--- config.mk ---
export PLATFORM = sky130hd
export DESIGN_NAME = btm_timer
export DESIGN_NICKNAME = d
export VERILOG_FILES = /design/src/rtl/btm_pkg.sv /design/src/rtl/btm_timer.sv
export VERILOG_INCLUDE_DIRS = /design/src /design/src/rtl
export SDC_FILE = /design/constraint.sdc
export NUM_CORES = 1
export LEC_CHECK = 0
export ABC_AREA = 1
export BUFFER_PORTS_ARGS = -buffer_cell sky130_fd_sc_hd__buf_2
export CORE_UTILIZATION = 55
export DETAILED_ROUTE_END_ITERATION = 10
export HOLD_SLACK_MARGIN = 0.05
export MAX_ROUTING_LAYER = met4
export PLACE_DENSITY = 0.78
export SLEW_MARGIN = 20
export SYNTH_ARGS = -nofsm -noshare
export SYNTH_HDL_FRONTEND = slang
export SYNTH_SLANG_ARGS = --single-unit
--- constraint.sdc ---
create_clock -name clk_i -period 8.6 [get_ports clk_i]
set_input_delay 0.86 -clock clk_i [delete_from_list [all_inputs] [get_ports clk_i]]
set_output_delay 0.86 -clock clk_i [all_outputs]
set_load 0.01 [all_outputs]
--- src/rtl/btm_defines.svh ---
`ifndef BTM_DEFINES_SVH
`define BTM_DEFINES_SVH

`define BTM_OFF_RELOAD     12'h000
`define BTM_OFF_COUNT      12'h004
`define BTM_OFF_ADVCTRL    12'h00C
`define BTM_OFF_BASICCTRL  12'h010
`define BTM_OFF_IRQEN      12'h014
`define BTM_OFF_IRQFLAGS   12'h018
`define BTM_OFF_IRQCLR     12'h01C
`define BTM_OFF_DMASEL     12'h020
`define BTM_OFF_SYSCTRL    12'h024

`define BTM_RST_RELOAD     16'hFFFF

`define BTM_BCR_EN         0
`define BTM_BCR_MODE_LO    1
`define BTM_BCR_SRC        3
`define BTM_BCR_INVERT     4
`define BTM_BCR_SINGLE     5
`define BTM_BCR_TOGEN      6
`define BTM_BCR_DIV_LO     7
`define BTM_BCR_DIVST_LO   11
`define BTM_ACR_FLT_LO     4

`define BTM_IRQ_WRAP       0
`define BTM_IRQ_TRIG       1

`define BTM_SYS_CLKEN      0
`define BTM_SYS_FREEZE     1

`endif

--- src/rtl/btm_pkg.sv ---
package btm_pkg;
  typedef enum logic [1:0] {
    BTM_MODE_TIMER   = 2'h0,
    BTM_MODE_COUNTER = 2'h1,
    BTM_MODE_TRIGGER = 2'h2,
    BTM_MODE_GATED   = 2'h3
  } btm_mode_e;
endpackage : btm_pkg

--- src/rtl/btm_timer.sv ---
`timescale 1ns/10ps
// Function
// - Freeze bit set halts counting in debug
// - Freeze bit clear keeps counting in debug
// - Mode 0 counts prescaled clock
// - Mode 1 counts trigger source events
// - Mode 2 trigger event starts counter
// - Mode 3 pin level gates counting
// - Single-shot bit selects single or continuous
// - Source select 0 uses external pin
// - Source select 1 uses cascade input
// - Counter mode pin edge chosen by polarity; cascade counts rising edges only
// - Trigger start pin edge chosen by polarity; cascade starts on rising edge only
// - Gate active level chosen by polarity
// - Overflow interrupt only when enabled
// - Trigger interrupt only when enabled
// - Writing zero clears a flag
// - Run bit starts trigger mode immediately
// - One clock enable gates all timers; each timer here keeps its own copy of it
// - Reaching reload value sets overflow flag
// - Prescaler divides by two to field
// - Pin filter needs N equal samples
`include "btm_defines.svh"

module btm_timer
  import btm_pkg::*;
#(
  parameter int CNT_W = 16
) (
  input  wire logic        clk_i,
  input  wire logic        reset_i,
  input  wire logic        debug_halt_i,
  input  wire logic        external_trigger_pin_i,
  input  wire logic        cascade_input_i,
  input  wire logic [31:0] haddr_i,
  input  wire logic [1:0]  htrans_i,
  input  wire logic        hwrite_i,
  input  wire logic [2:0]  hsize_i,
  input  wire logic [31:0] hwdata_i,
  input  wire logic        hsel_i,
  input  wire logic        hready_i,
  output logic      [31:0] hrdata_o,
  output logic             hreadyout_o,
  output logic             hresp_o,
  output logic             irq_o,
  output logic             overflow_o
);

  // Bus address phase capture
  logic             wr_q, rd_q;
  logic [11:0]      addr_q;
  logic             acc_ok;
  assign acc_ok = hsel_i && hready_i && htrans_i[1];

  always_ff @(posedge clk_i) begin
    if (reset_i) begin
      wr_q   <= 1'b0;
      rd_q   <= 1'b0;
      addr_q <= 12'h000;
    end else begin
      wr_q   <= acc_ok && hwrite_i;
      rd_q   <= acc_ok && !hwrite_i;
      addr_q <= haddr_i[11:0];
    end
  end

  // No wait states and no errors; size is not decoded, every access is a word
  assign hreadyout_o = 1'b1;
  assign hresp_o     = 1'b0;

  // Writes land at the end of the data phase, while hwdata stands
  function automatic logic wr_hit(input logic [11:0] off);
    return wr_q && (addr_q == off);
  endfunction : wr_hit

  // Registers
  logic [CNT_W-1:0] reload_q, count_q;
  logic [2:0]       filter_q;
  logic             run_q, single_q, tog_q, src_q, polarity_q;
  logic [1:0]       mode_q;
  logic [3:0]       div_q, div_act_q;
  logic [1:0]       irq_en_q, flags_q;
  logic [31:0]      dma_q;
  logic             clk_en_q, freeze_q;
  btm_mode_e        mode;
  assign mode = btm_mode_e'(mode_q);

  // Shared enable gates register writes and counting alike
  logic reg_we;
  assign reg_we = clk_en_q;

  // System word: one copy per timer here, though the system shares a single one
  always_ff @(posedge clk_i) begin
    if (reset_i) begin
      clk_en_q <= 1'b0;
      freeze_q <= 1'b0;
    end else if (wr_hit(`BTM_OFF_SYSCTRL)) begin
      clk_en_q <= hwdata_i[`BTM_SYS_CLKEN];
      freeze_q <= hwdata_i[`BTM_SYS_FREEZE];
    end
  end

  // Pin and cascade synchronisers
  // Only the second stage feeds logic; the first may still be settling
  logic [1:0] pin_sync_q, casc_sync_q;
  always_ff @(posedge clk_i) begin
    if (reset_i) begin
      pin_sync_q  <= 2'b00;
      casc_sync_q <= 2'b00;
    end else begin
      pin_sync_q  <= {pin_sync_q[0], external_trigger_pin_i};
      casc_sync_q <= {casc_sync_q[0], cascade_input_i};
    end
  end

  // Pin filter: N equal samples at PCLK, /4 or /16
  // A change must persist for N samples before the filtered level follows
  logic [3:0] fdiv_q;
  logic [2:0] frun_q;
  logic       pin_flt_q, fsample;
  logic [2:0] need;
  always_comb begin
    unique case (filter_q)
      3'h1:    need = 3'h2;
      3'h2,
      3'h4,
      3'h6:    need = 3'h4;
      default: need = 3'h6;
    endcase
  end
  always_comb begin
    if (filter_q[2:1] == 2'b10)
      fsample = (fdiv_q[1:0] == 2'h3);
    else if (filter_q[2:1] == 2'b11)
      fsample = (fdiv_q == 4'hF);
    else
      fsample = 1'b1;
  end

  always_ff @(posedge clk_i) begin
    if (reset_i) begin
      fdiv_q    <= 4'h0;
      frun_q    <= 3'h0;
      pin_flt_q <= 1'b0;
    end else begin
      fdiv_q <= fdiv_q + 4'h1;
      if (filter_q == 3'h0) begin
        pin_flt_q <= pin_sync_q[1];
        frun_q    <= 3'h0;
      end else if (fsample) begin
        if (pin_sync_q[1] == pin_flt_q) begin
          frun_q <= 3'h0;
        end else if (frun_q + 3'h1 >= need) begin
          pin_flt_q <= pin_sync_q[1];
          frun_q    <= 3'h0;
        end else begin
          frun_q <= frun_q + 3'h1;
        end
      end
    end
  end

  // Edge detection with polarity
  // Reset low matches the idle pin, so no false edge follows reset
  logic pin_prev_q, casc_prev_q;
  always_ff @(posedge clk_i) begin
    if (reset_i) begin
      pin_prev_q  <= 1'b0;
      casc_prev_q <= 1'b0;
    end else begin
      pin_prev_q  <= pin_flt_q;
      casc_prev_q <= casc_sync_q[1];
    end
  end

  logic pin_edge, casc_edge, trig_evt, gate_on;
  // Polarity 0 rising, 1 falling on the pin; the cascade edge is always rising
  assign pin_edge  = polarity_q ? (pin_prev_q && !pin_flt_q) : (!pin_prev_q && pin_flt_q);
  assign casc_edge = casc_sync_q[1] && !casc_prev_q;
  assign trig_evt  = src_q ? casc_edge : pin_edge;
  assign gate_on   = pin_flt_q ^ polarity_q;

  // Prescaler
  logic [14:0] pre_q;
  logic [3:0]  div_sel;
  logic        pre_tick;
  logic        active;
  logic        run_prev_q;
  // The first cycle of a run already divides by the new setting, not the stale one
  assign div_sel  = (run_q && !run_prev_q) ? div_q : div_act_q;
  assign pre_tick = (pre_q >= 15'((32'h1 << div_sel) - 32'h1));
  // Freeze only while the debugger holds the core
  assign active   = clk_en_q && !(freeze_q && debug_halt_i);

  logic trig_start, step, ovf;
  assign trig_start = active && (mode == BTM_MODE_TRIGGER) && trig_evt;

  always_comb begin
    unique case (mode)
      BTM_MODE_TIMER:   step = pre_tick;
      BTM_MODE_COUNTER: step = trig_evt;
      BTM_MODE_TRIGGER: step = pre_tick;
      BTM_MODE_GATED:   step = pre_tick && gate_on;
    endcase
  end

  logic counting;
  assign counting = active && run_q;
  assign ovf      = counting && step && (count_q == reload_q);

  // Held at zero while stopped, so each run begins on a full period
  always_ff @(posedge clk_i) begin
    if (reset_i) begin
      pre_q <= 15'h0000;
    end else if (!counting || pre_tick) begin
      pre_q <= 15'h0000;
    end else begin
      pre_q <= pre_q + 15'h0001;
    end
  end

  // A software preset wins over a count step in the same cycle
  always_ff @(posedge clk_i) begin
    if (reset_i) begin
      count_q <= '0;
    end else if (reg_we && wr_hit(`BTM_OFF_COUNT)) begin
      count_q <= hwdata_i[CNT_W-1:0];
    end else if (ovf) begin
      count_q <= '0;
    end else if (counting && step) begin
      count_q <= count_q + 1'b1;
    end
  end

  // Control registers
  logic run_wr;
  assign run_wr = reg_we && wr_hit(`BTM_OFF_BASICCTRL);

  always_ff @(posedge clk_i) begin
    if (reset_i) begin
      run_q    <= 1'b0;
      mode_q   <= 2'h0;
      src_q    <= 1'b0;
      polarity_q <= 1'b0;
      single_q <= 1'b0;
      tog_q    <= 1'b0;
      div_q    <= 4'h0;
    end else begin
      if (run_wr) begin
        mode_q   <= hwdata_i[`BTM_BCR_MODE_LO +: 2];
        src_q    <= hwdata_i[`BTM_BCR_SRC];
        polarity_q <= hwdata_i[`BTM_BCR_INVERT];
        single_q <= hwdata_i[`BTM_BCR_SINGLE];
        tog_q    <= hwdata_i[`BTM_BCR_TOGEN];
        div_q    <= hwdata_i[`BTM_BCR_DIV_LO +: 4];
      end
      // A trigger in the cycle a single shot ends keeps the timer running
      if (trig_start)
        run_q <= 1'b1;
      else if (ovf && single_q)
        run_q <= 1'b0;
      else if (run_wr)
        run_q <= hwdata_i[`BTM_BCR_EN];
    end
  end

  // Prescale status reloads on overflow or run rising
  always_ff @(posedge clk_i) begin
    if (reset_i) begin
      run_prev_q <= 1'b0;
      div_act_q  <= 4'h0;
    end else begin
      run_prev_q <= run_q;
      if (ovf || (run_q && !run_prev_q))
        div_act_q <= div_q;
    end
  end

  always_ff @(posedge clk_i) begin
    if (reset_i) begin
      reload_q <= CNT_W'(`BTM_RST_RELOAD);
      filter_q <= 3'h0;
      irq_en_q <= 2'h0;
      dma_q    <= 32'h0000_0000;
    end else if (reg_we) begin
      if (wr_hit(`BTM_OFF_RELOAD))
        reload_q <= hwdata_i[CNT_W-1:0];
      if (wr_hit(`BTM_OFF_ADVCTRL))
        filter_q <= hwdata_i[`BTM_ACR_FLT_LO +: 3];
      if (wr_hit(`BTM_OFF_IRQEN))
        irq_en_q <= hwdata_i[1:0];
      if (wr_hit(`BTM_OFF_DMASEL))
        dma_q <= hwdata_i;
    end
  end

  // Flags: a hardware set in the clearing cycle wins
  logic [1:0] clr_mask, set_mask;
  assign clr_mask = (reg_we && wr_hit(`BTM_OFF_IRQCLR)) ? ~hwdata_i[1:0] : 2'h0;
  assign set_mask = {trig_start, ovf};

  always_ff @(posedge clk_i) begin
    if (reset_i)
      flags_q <= 2'h0;
    else
      flags_q <= (flags_q & ~clr_mask) | set_mask;
  end

  // Level output: stays high until software clears the flag or the enable
  assign irq_o = |(flags_q & irq_en_q);

  // One-cycle pulse a clock after the wrap, fit to feed another timer's cascade
  always_ff @(posedge clk_i) begin
    if (reset_i)
      overflow_o <= 1'b0;
    else
      overflow_o <= ovf;
  end

  // Read data, registered in the address phase so it stands through the data phase
  always_ff @(posedge clk_i) begin
    if (reset_i) begin
      hrdata_o <= 32'h0000_0000;
    end else if (acc_ok && !hwrite_i) begin
      unique case (haddr_i[11:0])
        `BTM_OFF_RELOAD:    hrdata_o <= 32'(reload_q);
        `BTM_OFF_COUNT:     hrdata_o <= 32'(count_q);
        `BTM_OFF_ADVCTRL:   hrdata_o <= {25'h0, filter_q, 4'h0};
        `BTM_OFF_BASICCTRL: hrdata_o <= {17'h0, div_act_q, div_q, tog_q,
                                         single_q, polarity_q, src_q, mode_q, run_q};
        `BTM_OFF_IRQEN:     hrdata_o <= {30'h0, irq_en_q};
        `BTM_OFF_IRQFLAGS:  hrdata_o <= {30'h0, flags_q};
        `BTM_OFF_DMASEL:    hrdata_o <= dma_q;
        `BTM_OFF_SYSCTRL:   hrdata_o <= {30'h0, freeze_q, clk_en_q};
        default:            hrdata_o <= 32'h0000_0000;
      endcase
    end
  end

endmodule : btm_timer

==> results of run 1 <==
==> power by group through the flow <==
stage	Combinational (µW)	Sequential, µW	Clock, µW
after detailed placement	61.9	788	0
after floorplan	34.4	789	0
after CTS	62.5	771	807
after global routing	69.7	772	839
after global placement	61.1	788	0
final	62.7	771	797
==> worst max-delay path: stages (launching register included) <==
cell	delay, ns
dfxtp_1	0.35
inv_2	0.10
nor2_8	0.15
inv_2	0.10
o21ai_2	0.21
inv_2	0.12
nor2_4	0.15
nand3_1	0.12
ha_1	0.24
nand3_2	0.12
nor2_1	0.06
xnor2_1	0.12
ha_1	0.31
nand2_1	0.08
nor2_1	0.14
nand3_1	0.09
nor2_1	0.09
nand2_1	0.06
nand3_1	0.17
nand2_1	0.13
nand2_4	0.22
nand2_4	0.19
nand3_1	0.13
nand2_1	0.06
nor2_1	0.11
nor2_1	0.05
==> metrics by stage <==
step | instances | setup slack, ns | hold WS, ns
after global routing | 1404 | 4.40 | 0.451
after CTS | 1404 | 4.82 | 0.408
after global placement | 1372 | 4.86 | 0.391
after detailed placement | 1372 | 4.84 | 0.397
after floorplan | 1151 | 5.49 | 0.388
final | 1404 | 4.78 | 0.412
==> cells by family (layout without fill, tap and decap cells) <==
logic type               after synthesis  in the layout  share of synthesized area
adder cells (fa/ha/maj)               22             22                     0.0331
flip-flops                           164            164                      0.395
AO/OA/AOI/OAI                        197            197                      0.139
other                                  2              2                   0.000903
AND/OR/NAND/NOR                      543            543                      0.305
buffers and inverters                194            263                     0.0966
XOR/XNOR                              29             29                     0.0305
==> metal layers <==
metal / vias to the layer above / global-route usage / wire length (µm)
met3: 35 / 0.0638 / 1130
met5: - / - / 0
met1: 3503 / 0.340 / 9210
met2: 215 / 0.447 / 9410
met4: 0 / 0.105 / 581
li1: 3919 / - / -
==> cells in the final DEF (no fill, tap or decap), drive strengths merged <==
| master | instances |
|---|---|
| nand2 | 237 |
| dfxtp | 164 |
| inv | 144 |
| nor2 | 138 |
| buf | 90 |
| nand3 | 78 |
| a21oi | 77 |
| o21ai | 65 |
| nor3 | 39 |
| nand4 | 24 |
| ha | 22 |
| clkbuf | 20 |
| xor2 | 19 |
| nor4 | 18 |
| o211ai | 17 |
| a211oi | 16 |
| o22ai | 11 |
| xnor2 | 10 |
| o2111ai | 7 |
| clkinv | 5 |
| or2 | 5 |
| bufinv | 3 |
| nor3b | 3 |
| conb | 2 |
| o32ai | 1 |
| o221ai | 1 |
| nand3b | 1 |
| o21a | 1 |
| a31o | 1 |
| clkinvlp | 1 |
==> worst min path at each step <==
stage,from,to,slack (ns),cells after the start
floorplan,casc_sync_q[0],casc_sync_q[1],0.39,2
global placement,pin_sync_q[0],pin_sync_q[1],0.39,2
detailed placement,pin_sync_q[0],pin_sync_q[1],0.40,2
CTS,pin_sync_q[0],pin_sync_q[1],0.41,2
global route,pin_sync_q[0],pin_sync_q[1],0.45,2
finish,pin_sync_q[0],pin_sync_q[1],0.41,2
==> registers in the layout (all words and copies together) (netlist names), 2 cells and up <==
register     flops
pin_sync_q       2
addr_q          12
irq_en_q         2
hrdata_o        32
casc_sync_q      2
pre_q           15
fdiv_q           4
dma_q           32
div_act_q        4
frun_q           3
div_q            4
reload_q        16
mode             2
flags_q          2
count_q         16
filter_q         3
==> final cells by class <==
class                      count  area [µm²]
tap                          184         230
sequential                   164        3280
inverter                     141         536
clock inverter                12         168
timing repair buffer          90         460
multi-input combinational    793        4240
clock buffer                  20         457
fill                        1317        5270
==> flow_summary_export.csv, run 1 <==
group,metric,value,unit
drt,drc_errors,2,
layout,finalNetCount,1306,
sta,drv_slew,0,
cts,cts_root_buffer,"clkbuf_16",
yosys,synth.distinct_cells,51,
layout,final_util,0.640,
pwr,switching_share,0.224,
pwr,finalPower,1630,µW
cts,post_cts_resize_count,0,
drt,routed_wl,20.3,mm
floorplanning,die_h,125,µm
sta,max-slew-margin-rel,0.333,
global_route,grt_max_degree,84,
global_route,antenna_found_initial,0,
sta,report.final.hold_viol_count,0,
placed_design,gp_congestion,0.929,
sta,fin_crit_sh,0.444,
setup_path,start_kind,"register",
cts,cts_buffer_depth,2,
global_route,grt.total_usage,0.278,
floorplanning,die_w,125,µm
drt,viasPerCell,5.46,
pwr,seq_power_share,0.473,
pwr,pwr-share-comb,0.038,
yosys,avgSynthCellArea,7.22,µm²
sta,finClkSkew,0.00868,ns
drt,vias,7672,
run_status,violations,"DRC",
sta,rsz0062_at_grt,"false",
pwr,clock_power_share,0.489,
yosys,synth_seq_cells,164,
setup_path,ff2ff_setup_slack,4.78,ns
sta,period_minus_slack,3.82,ns
placed_design,io_buffer_count,86,
setup_path,ff2ff_path_depth,25,
sta,setup_viol,0,
cts,holdBufCountCts,0,
cts,cts_tree,"done",
layout,fin_area,0.00938,mm²
placed_design,dpl_cell_area,0.00875,mm²
global_route,gr-total-overflow,0,
setup_path,critPathKind,"reg -> reg",
yosys,syn_inst,1151,
yosys,ys_top_cells_by_area,"dfxtp_1, nand2_1, nor2_1, inv_1, a21oi_1",
setup_path,r2r-start,"run_q",
pwr,p_leak,0.00411,µW
yosys,synth_seq_area_share,0.395,
pwr,cellInternalPower,1270,µW
setup_path,crit_arrival,4.10,ns
setup_path,end_kind,"register",
global_route,grt_pass1_wl,34.0,mm
cts,insertion_delay,0.43,ns
yosys,synth-edff-count,0,
floorplanning,coreArea,0.0146,mm²
setup_path,cp.required,8.88,ns
yosys,synthTopCellsByCount,"nand2_1, dfxtp_1, nor2_1, inv_1",
setup_path,endpoint,"count_q[11]",
drt,wire_per_inst,14.5,µm
pwr,pwr_density_cell,174,mW/mm²
cts,post_cts_buffers,0,
floorplanning,pin_count,113,
cts,htree_levels,4,
floorplanning,num_rows,44,
yosys,yosys.area.top_type_share,0.395,
yosys,netlist_area,0.00832,mm²
floorplanning,die-area,0.0156,mm²
cts,clkTransAtPathRegs,0.07,ns
layout,insertedDiodeCount,0,
yosys,synth_area_leader_cell,"dfxtp_1",
run,maxCapViolations,0,
setup_path,critPathMaxFanout,18,
drt,initialDrtViolationCount,579,
sta,worstMarginPinSlew,1.00,ns
layout,area_growth,12.8,%
sta,tns,0,ns
worst_hold_path,hp-class,"reg -> reg",
placed_design,dp_hpwl,14.1,mm
pwr,p_sw,365,µW
cts,numCtsBuffers,17,
yosys,yosysMostFrequentCell,"nand2_1",
yosys,ys.flop_type,"dfxtp_1",
yosys,synth-async-reset-ratio,0,
global_route,grt_pass1_vias,7011,
yosys,syn_nets,1250,
floorplanning,start_util,0.568,
run_status,status,"finished, violations left",
drt,final_antenna_net_count,0,
layout,drive_above_1_share,0.144,
pwr,ir_worst_vdd,161,µV
sta,fmax,262,MHz
setup_path,reg2reg_to,"count_q[11]",
setup_path,critPathLaunch,"run_q",
yosys,ys_warn_count,0,
drt,dr.pass1.iters,8,
cts,cts_sinks,164,
Power figures use the tool's default switching activity.
==> run 2, diff against run 1 <==
--- a/config.mk
+++ b/config.mk
@@ -8,11 +8,11 @@
 export LEC_CHECK = 0
 export ABC_AREA = 1
 export BUFFER_PORTS_ARGS = -buffer_cell sky130_fd_sc_hd__buf_2
-export CORE_UTILIZATION = 55
+export CORE_UTILIZATION = 52
 export DETAILED_ROUTE_END_ITERATION = 10
 export HOLD_SLACK_MARGIN = 0.05
 export MAX_ROUTING_LAYER = met4
-export PLACE_DENSITY = 0.78
+export PLACE_DENSITY = 0.77
 export SLEW_MARGIN = 20
 export SYNTH_ARGS = -nofsm -noshare
 export SYNTH_HDL_FRONTEND = slang
==> constraint.sdc (replaced) <==
create_clock -name clk_i -period 3.2 [get_ports clk_i]
set_input_delay 0.32 -clock clk_i [delete_from_list [all_inputs] [get_ports clk_i]]
set_output_delay 0.32 -clock clk_i [all_outputs]
set_load 0.01 [all_outputs]
==> run 2 against run 1 <==
Non-clock buffer count is 43 higher. Worst setup slack worse by 4.9 ns. Clock skew is 0.0020 ns lower. The flow finishes with violations (setup timing). Global-route usage grew 0.43 points.
==> flow_summary_export.csv, run 2 (synthesis results as in run 1) <==
group,metric,value,unit
run_status,status,"finished, violations left",
run_status,violations,"setup timing",
sta,hold_ws,0.0817,ns
cts,clkTransAtPathRegs,0.07,ns
global_route,grt.total_usage,0.283,
pwr,p_sw,1040,µW
pwr,seq_power_share,0.482,
cts,insertion_delay,0.44,ns
pwr,pwr-share-comb,0.040,
layout,insertedDiodeCount,0,
sta,max-slew-margin-rel,0.359,
setup_path,cp.required,3.49,ns
sta,worstMarginPinSlew,0.952,ns
cts,numCtsBuffers,17,
placed_design,dp_hpwl,14.8,mm
global_route,grt_pass1_vias,7246,
run,maxCapViolations,0,
sta,layout_setup_ws,-0.116,ns
global_route,gr-total-overflow,0,
global_route,grt_max_degree,83,
pwr,clock_power_share,0.478,
setup_path,critPathMaxFanout,8,
sta,setup_viol,32,
floorplanning,die_h,128,µm
drt,initialDrtViolationCount,689,
worst_hold_path,hp-class,"in -> reg",
drt,wire_per_inst,15.0,µm
cts,cts_tree,"done",
setup_path,end_kind,"register",
sta,rsz0062_at_grt,"true",
setup_path,critPathKind,"reg -> reg",
drt,drc_errors,0,
layout,n_fill_cell,1315,
pwr,pwr_density_cell,428,mW/mm²
cts,cts_sinks,164,
floorplanning,pin_count,113,
drt,routed_wl,22.1,mm
layout,regArea,0.00329,mm²
sta,drv_slew,0,
sta,fmax,302,MHz
setup_path,start_kind,"register",
floorplanning,die_w,128,µm
layout,final_cell_mix,"nand2_1, dfxtp_1, inv_1",
pwr,switching_share,0.242,
floorplanning,die-area,0.0165,mm²
sta,finClkSkew,0.00666,ns
placed_design,gp_congestion,0.934,
layout,top_regs,"dma_q x32, hrdata_o x32",
floorplanning,num_rows,45,
pwr,finalPower,4300,µW
sta,fin_crit_sh,1.04,
layout,area_growth,20.8,%
drt,dr.pass1.iters,5,
pwr,cellInternalPower,3260,µW
drt,vias,8050,
drt,final_antenna_net_count,0,
global_route,antenna_found_initial,0,
global_route,grt_pass1_wl,35.6,mm
cts,cts_root_buffer,"clkbuf_16",
floorplanning,start_util,0.539,
drt,viasPerCell,5.45,
placed_design,io_buffer_count,86,
placed_design,dp_slack,-0.154,ns
floorplanning,coreArea,0.0154,mm²
layout,finalNetCount,1351,
cts,cts_buffer_depth,2,
pwr,ir_worst_vdd,437,µV
cts,htree_levels,4,
layout,final_common_cell,"nand2_1",
pwr,p_leak,0.00441,µW
layout,multiInputGateArea,0.00452,mm²
setup_path,crit_arrival,3.61,ns
sta,period_minus_slack,3.32,ns
sta,report.final.hold_viol_count,0,
layout,drive_above_1_share,0.209,
run 2: cell count changes in the layout (fill, tap and decap cells not counted), sizes merged:
cell	delta
buf	+42
inv	+4
bufinv	-2
clkinv	-1
nand2	+1
nand3	+1
run 2: stage by stage:
| step | TNS, ns | cells | area [µm²] | utilization |
|---|---|---|---|---|
| 2_1_floorplan | 0 | 1151 | 8320 | - |
| 3_3_place_gp | -0.441 | 1424 | 8980 | 0.582 |
| 3_5_place_dp | -1.87 | 1424 | 8980 | 0.582 |
| 4_1_cts | -0.0522 | 1472 | 9810 | 0.636 |
| 5_1_grt | -7.48 | 1476 | 10000 | 0.651 |
| 6_report | -2.01 | 1476 | 10000 | 0.651 |
run 2: area by class of cell:
type                    instances  area share
multi-input cells             795       0.449
flip-flops and latches        164       0.327
repair buffers                133      0.0849
inverters                     141      0.0537
clock buffers                  19      0.0451
well taps                     211      0.0263
clock inverters                13      0.0137
run 2: worst paths after layout:
path,slack [ns],start,end,cells after the start
worst min register to register,0.40,pin_sync_q[0],pin_sync_q[1],2
worst min-delay path,0.08,external_trigger_pin_i,pin_sync_q[0],3
worst max register to register,-0.12,run_q,count_q[12],23
worst max-delay path,-0.12,run_q,count_q[12],23
run 2: worst max-delay path, stage by stage, from the launching register on:
cell and delay, ns:
dfxtp_2 0.35, inv_4 0.05, nor2_8 0.14, inv_4 0.07, buf_12 0.12, o21ai_4 0.28
nand3_2 0.16, ha_4 0.20, buf_4 0.13, xor2_1 0.16, ha_1 0.34, a21oi_2 0.12
nand2_1 0.07, nand2_1 0.06, nand2_1 0.04, nand2_1 0.07, nand3_2 0.13, nand2_4 0.12
nand2_8 0.10, buf_6 0.16, a21oi_2 0.10, nor2_1 0.05, nor2_1 0.09, nor2_1 0.05
run 2: timing repair:
action / CTS / global route
hold buffers: 0 / 0
endpoints found under the setup margin: 23 / 38
gates resized for setup: 22 / 42
setup buffers: 13 / 3
pin swaps: 19 / 26
gates cloned: 3 / 1
run 2: metal layers:
metal | wire length [µm] | track usage | share of wire
met4 | 719 | 0.113 | 0.033
met1 | 9540 | 0.347 | 0.43
met3 | 1400 | 0.0541 | 0.064
met5 | 0 | - | 0
met2 | 10400 | 0.456 | 0.47
run 2: power by group through the flow:
stage                     Sequential [µW]  Clock (µW)  Combinational, µW
after CTS                            2070        2080                172
final                                2070        2050                173
after global placement               2120           0                168
after global routing                 2070        2150                192
after floorplan                      2120           0               92.6
after detailed placement             2120           0                171
==> run 3, diff against run 2 <==
--- a/config.mk
+++ b/config.mk
@@ -13,6 +13,7 @@
 export HOLD_SLACK_MARGIN = 0.05
 export MAX_ROUTING_LAYER = met4
 export PLACE_DENSITY = 0.77
+export SETUP_SLACK_MARGIN = 0.02
 export SLEW_MARGIN = 20
 export SYNTH_ARGS = -nofsm -noshare
 export SYNTH_HDL_FRONTEND = slang
==> run 3 against run 2 <==
The run still ends with setup timing left. Global-route usage increased by 0.10 points. Design area decreased by 0.37%. Critical endpoint is now div_act_q[3]. Worst setup slack got worse by 0.063 ns.
==> flow_summary_export.csv, run 3 (synthesis results as in run 1) <==
group,metric,value,unit
sta,finClkSkew,0.00878,ns
pwr,switching_share,0.242,
drt,dr.pass1.iters,5,
drt,routed_wl,22.2,mm
sta,tns,-3.08,ns
setup_path,critPathMaxFanout,8,
worst_hold_path,hp-class,"in -> reg",
sta,period_minus_slack,3.38,ns
cts,clkTransAtPathRegs,0.07,ns
sta,fmax,296,MHz
setup_path,crit_arrival,3.73,ns
floorplanning,num_rows,45,
cts,cts_buffer_depth,2,
placed_design,gp_congestion,0.934,
setup_path,critPathKind,"reg -> reg",
setup_path,start_kind,"register",
setup_path,cp_slowest_cell,"dfxtp_2",
layout,fin_area,0.0100,mm²
placed_design,dp_hpwl,14.8,mm
pwr,pwr_density_cell,429,mW/mm²
pwr,p_leak,0.00438,µW
sta,setup_viol,34,
cts,cts_root_buffer,"clkbuf_16",
global_route,gr-total-overflow,0,
cts,numCtsBuffers,17,
global_route,grt_pass1_vias,7268,
sta,fin_crit_sh,1.06,
placed_design,io_buffer_count,86,
pwr,clock_power_share,0.478,
floorplanning,pin_count,113,
floorplanning,die_h,128,µm
setup_path,path_delay_family,"simple AND/OR/NAND/NOR gates",
sta,drv_slew,0,
run_status,status,"finished, violations left",
setup_path,crit_path_frequent_cell,"nand2_1",
drt,final_antenna_net_count,0,
layout,final_cell_mix,"nand2_1, dfxtp_1, inv_1",
layout,drive_above_1_share,0.204,
sta,report.final.hold_viol_count,0,
layout,area_growth,20.4,%
layout,insertedDiodeCount,0,
sta,worstMarginPinSlew,0.996,ns
cts,insertion_delay,0.44,ns
global_route,grt.total_usage,0.284,
setup_path,cp.required,3.56,ns
cts,cts_tree,"done",
pwr,p_sw,1040,µW
setup_path,max_stage_delay,0.35,ns
global_route,grt_max_degree,83,
cts,htree_levels,4,
floorplanning,die_w,128,µm
sta,max-slew-margin-rel,0.330,
layout,final_common_cell,"nand2_1",
pwr,ir_worst_vdd,439,µV
global_route,grt_pass1_wl,35.7,mm
pwr,finalPower,4300,µW
layout,top_regs,"dma_q x32, hrdata_o x32",
global_route,antenna_found_initial,0,
setup_path,crit_path_cell_trace,"inv_4 > nor2_8 > inv_4 > buf_12 > o21ai_4 > nand3_2 > ha_4 > buf_4 > xor2_2 > ha_1 > nand2_1 > nor2_1 > nand2_1 > nor2_2 > nor2_2 > nand3_2 > nand2_4 > nand2_8 > nand3_4 > nand2_4 > nand2_1 > a21oi_1",
sta,rsz0062_at_grt,"true",
setup_path,crit_buf_inv,4,
placed_design,dpl_cell_area,0.00898,mm²
run_status,violations,"setup timing",
pwr,seq_power_share,0.482,
sta,layout_setup_ws,-0.179,ns
floorplanning,die-area,0.0165,mm²
drt,drc_errors,0,
floorplanning,coreArea,0.0154,mm²
drt,wire_per_inst,15.1,µm
setup_path,ff2ff_setup_slack,-0.18,ns
cts,cts_sinks,164,
pwr,cellInternalPower,3260,µW
drt,viasPerCell,5.42,
pwr,pwr-share-comb,0.040,
run,maxCapViolations,0,
cts,holdBufCountCts,0,
setup_path,end_kind,"register",
drt,initialDrtViolationCount,654,
floorplanning,start_util,0.539,
drt,vias,8001,
layout,finalNetCount,1350,
run 3: cell count changes in the layout (fill, tap and decap cells not counted), moves of 2 or more:
cell,previous run,this run
nor2_1,113,117
nand3_2,13,11
nor2_2,13,11
nor2_4,11,9
run 3: timing repair:
| item | CTS | global route |
|---|---|---|
| buffers inserted | 13 | 3 |
| endpoints found under the setup margin | 23 | 38 |
| pin swaps | 19 | 30 |
| gates resized for setup | 26 | 32 |
| cloned | 3 | 1 |
run 3: worst paths after layout:
kind,depth (start not counted),from,end
max reg2reg,22,run_q,div_act_q[3]
max,22,run_q,div_act_q[3]
min reg2reg,2,pin_sync_q[0],pin_sync_q[1]
min,3,external_trigger_pin_i,pin_sync_q[0]
run 3: final cells by class:
| cell class | count | area (µm²) |
|---|---|---|
| Inverter | 141 | 539 |
| Fill cell | 1312 | 5420 |
| Clock buffer | 19 | 453 |
| Clock inverter | 13 | 138 |
| Sequential cell | 164 | 3290 |
| Tap cell | 211 | 264 |
| Multi-Input combinational cell | 795 | 4490 |
| Timing Repair Buffer | 132 | 846 |
run 3: tightest hold or removal path, delay by kind of cell:
family	cells	cell delay (ns)
buffers and inverters	2	0.10
AND/OR/NAND/NOR	1	0.06
run 3: power groups by stage:
| stage | Combinational [µW] | Clock [µW] | Sequential [µW] |
|---|---|---|---|
| after floorplan | 92.6 | 0 | 2120 |
| after global placement | 168 | 0 | 2120 |
| after detailed placement | 171 | 0 | 2120 |
| after CTS | 172 | 2080 | 2070 |
| after global routing | 192 | 2150 | 2070 |
| final | 173 | 2050 | 2070 |
run 3: metal layers:
layer	vias up	global-route usage	routed length, µm
met5	-	-	0
met4	0	0.113	752
met3	62	0.0541	1270
met2	278	0.458	10600
met1	3653	0.348	9660
li1	4008	-	-
run 3: metrics by stage:
| stage | hold WS (ns) | setup slack [ns] | std cells | utilization |
|---|---|---|---|---|
| 5_1_grt | 0.0963 | -0.371 | 1475 | 0.649 |
| 2_1_floorplan | 0.388 | 0.0924 | 1151 | - |
| 6_report | 0.0817 | -0.179 | 1475 | 0.649 |
| 3_3_place_gp | 0.391 | -0.0843 | 1424 | 0.582 |
| 4_1_cts | 0.0715 | -0.0403 | 1472 | 0.637 |
| 3_5_place_dp | 0.398 | -0.154 | 1424 | 0.582 |
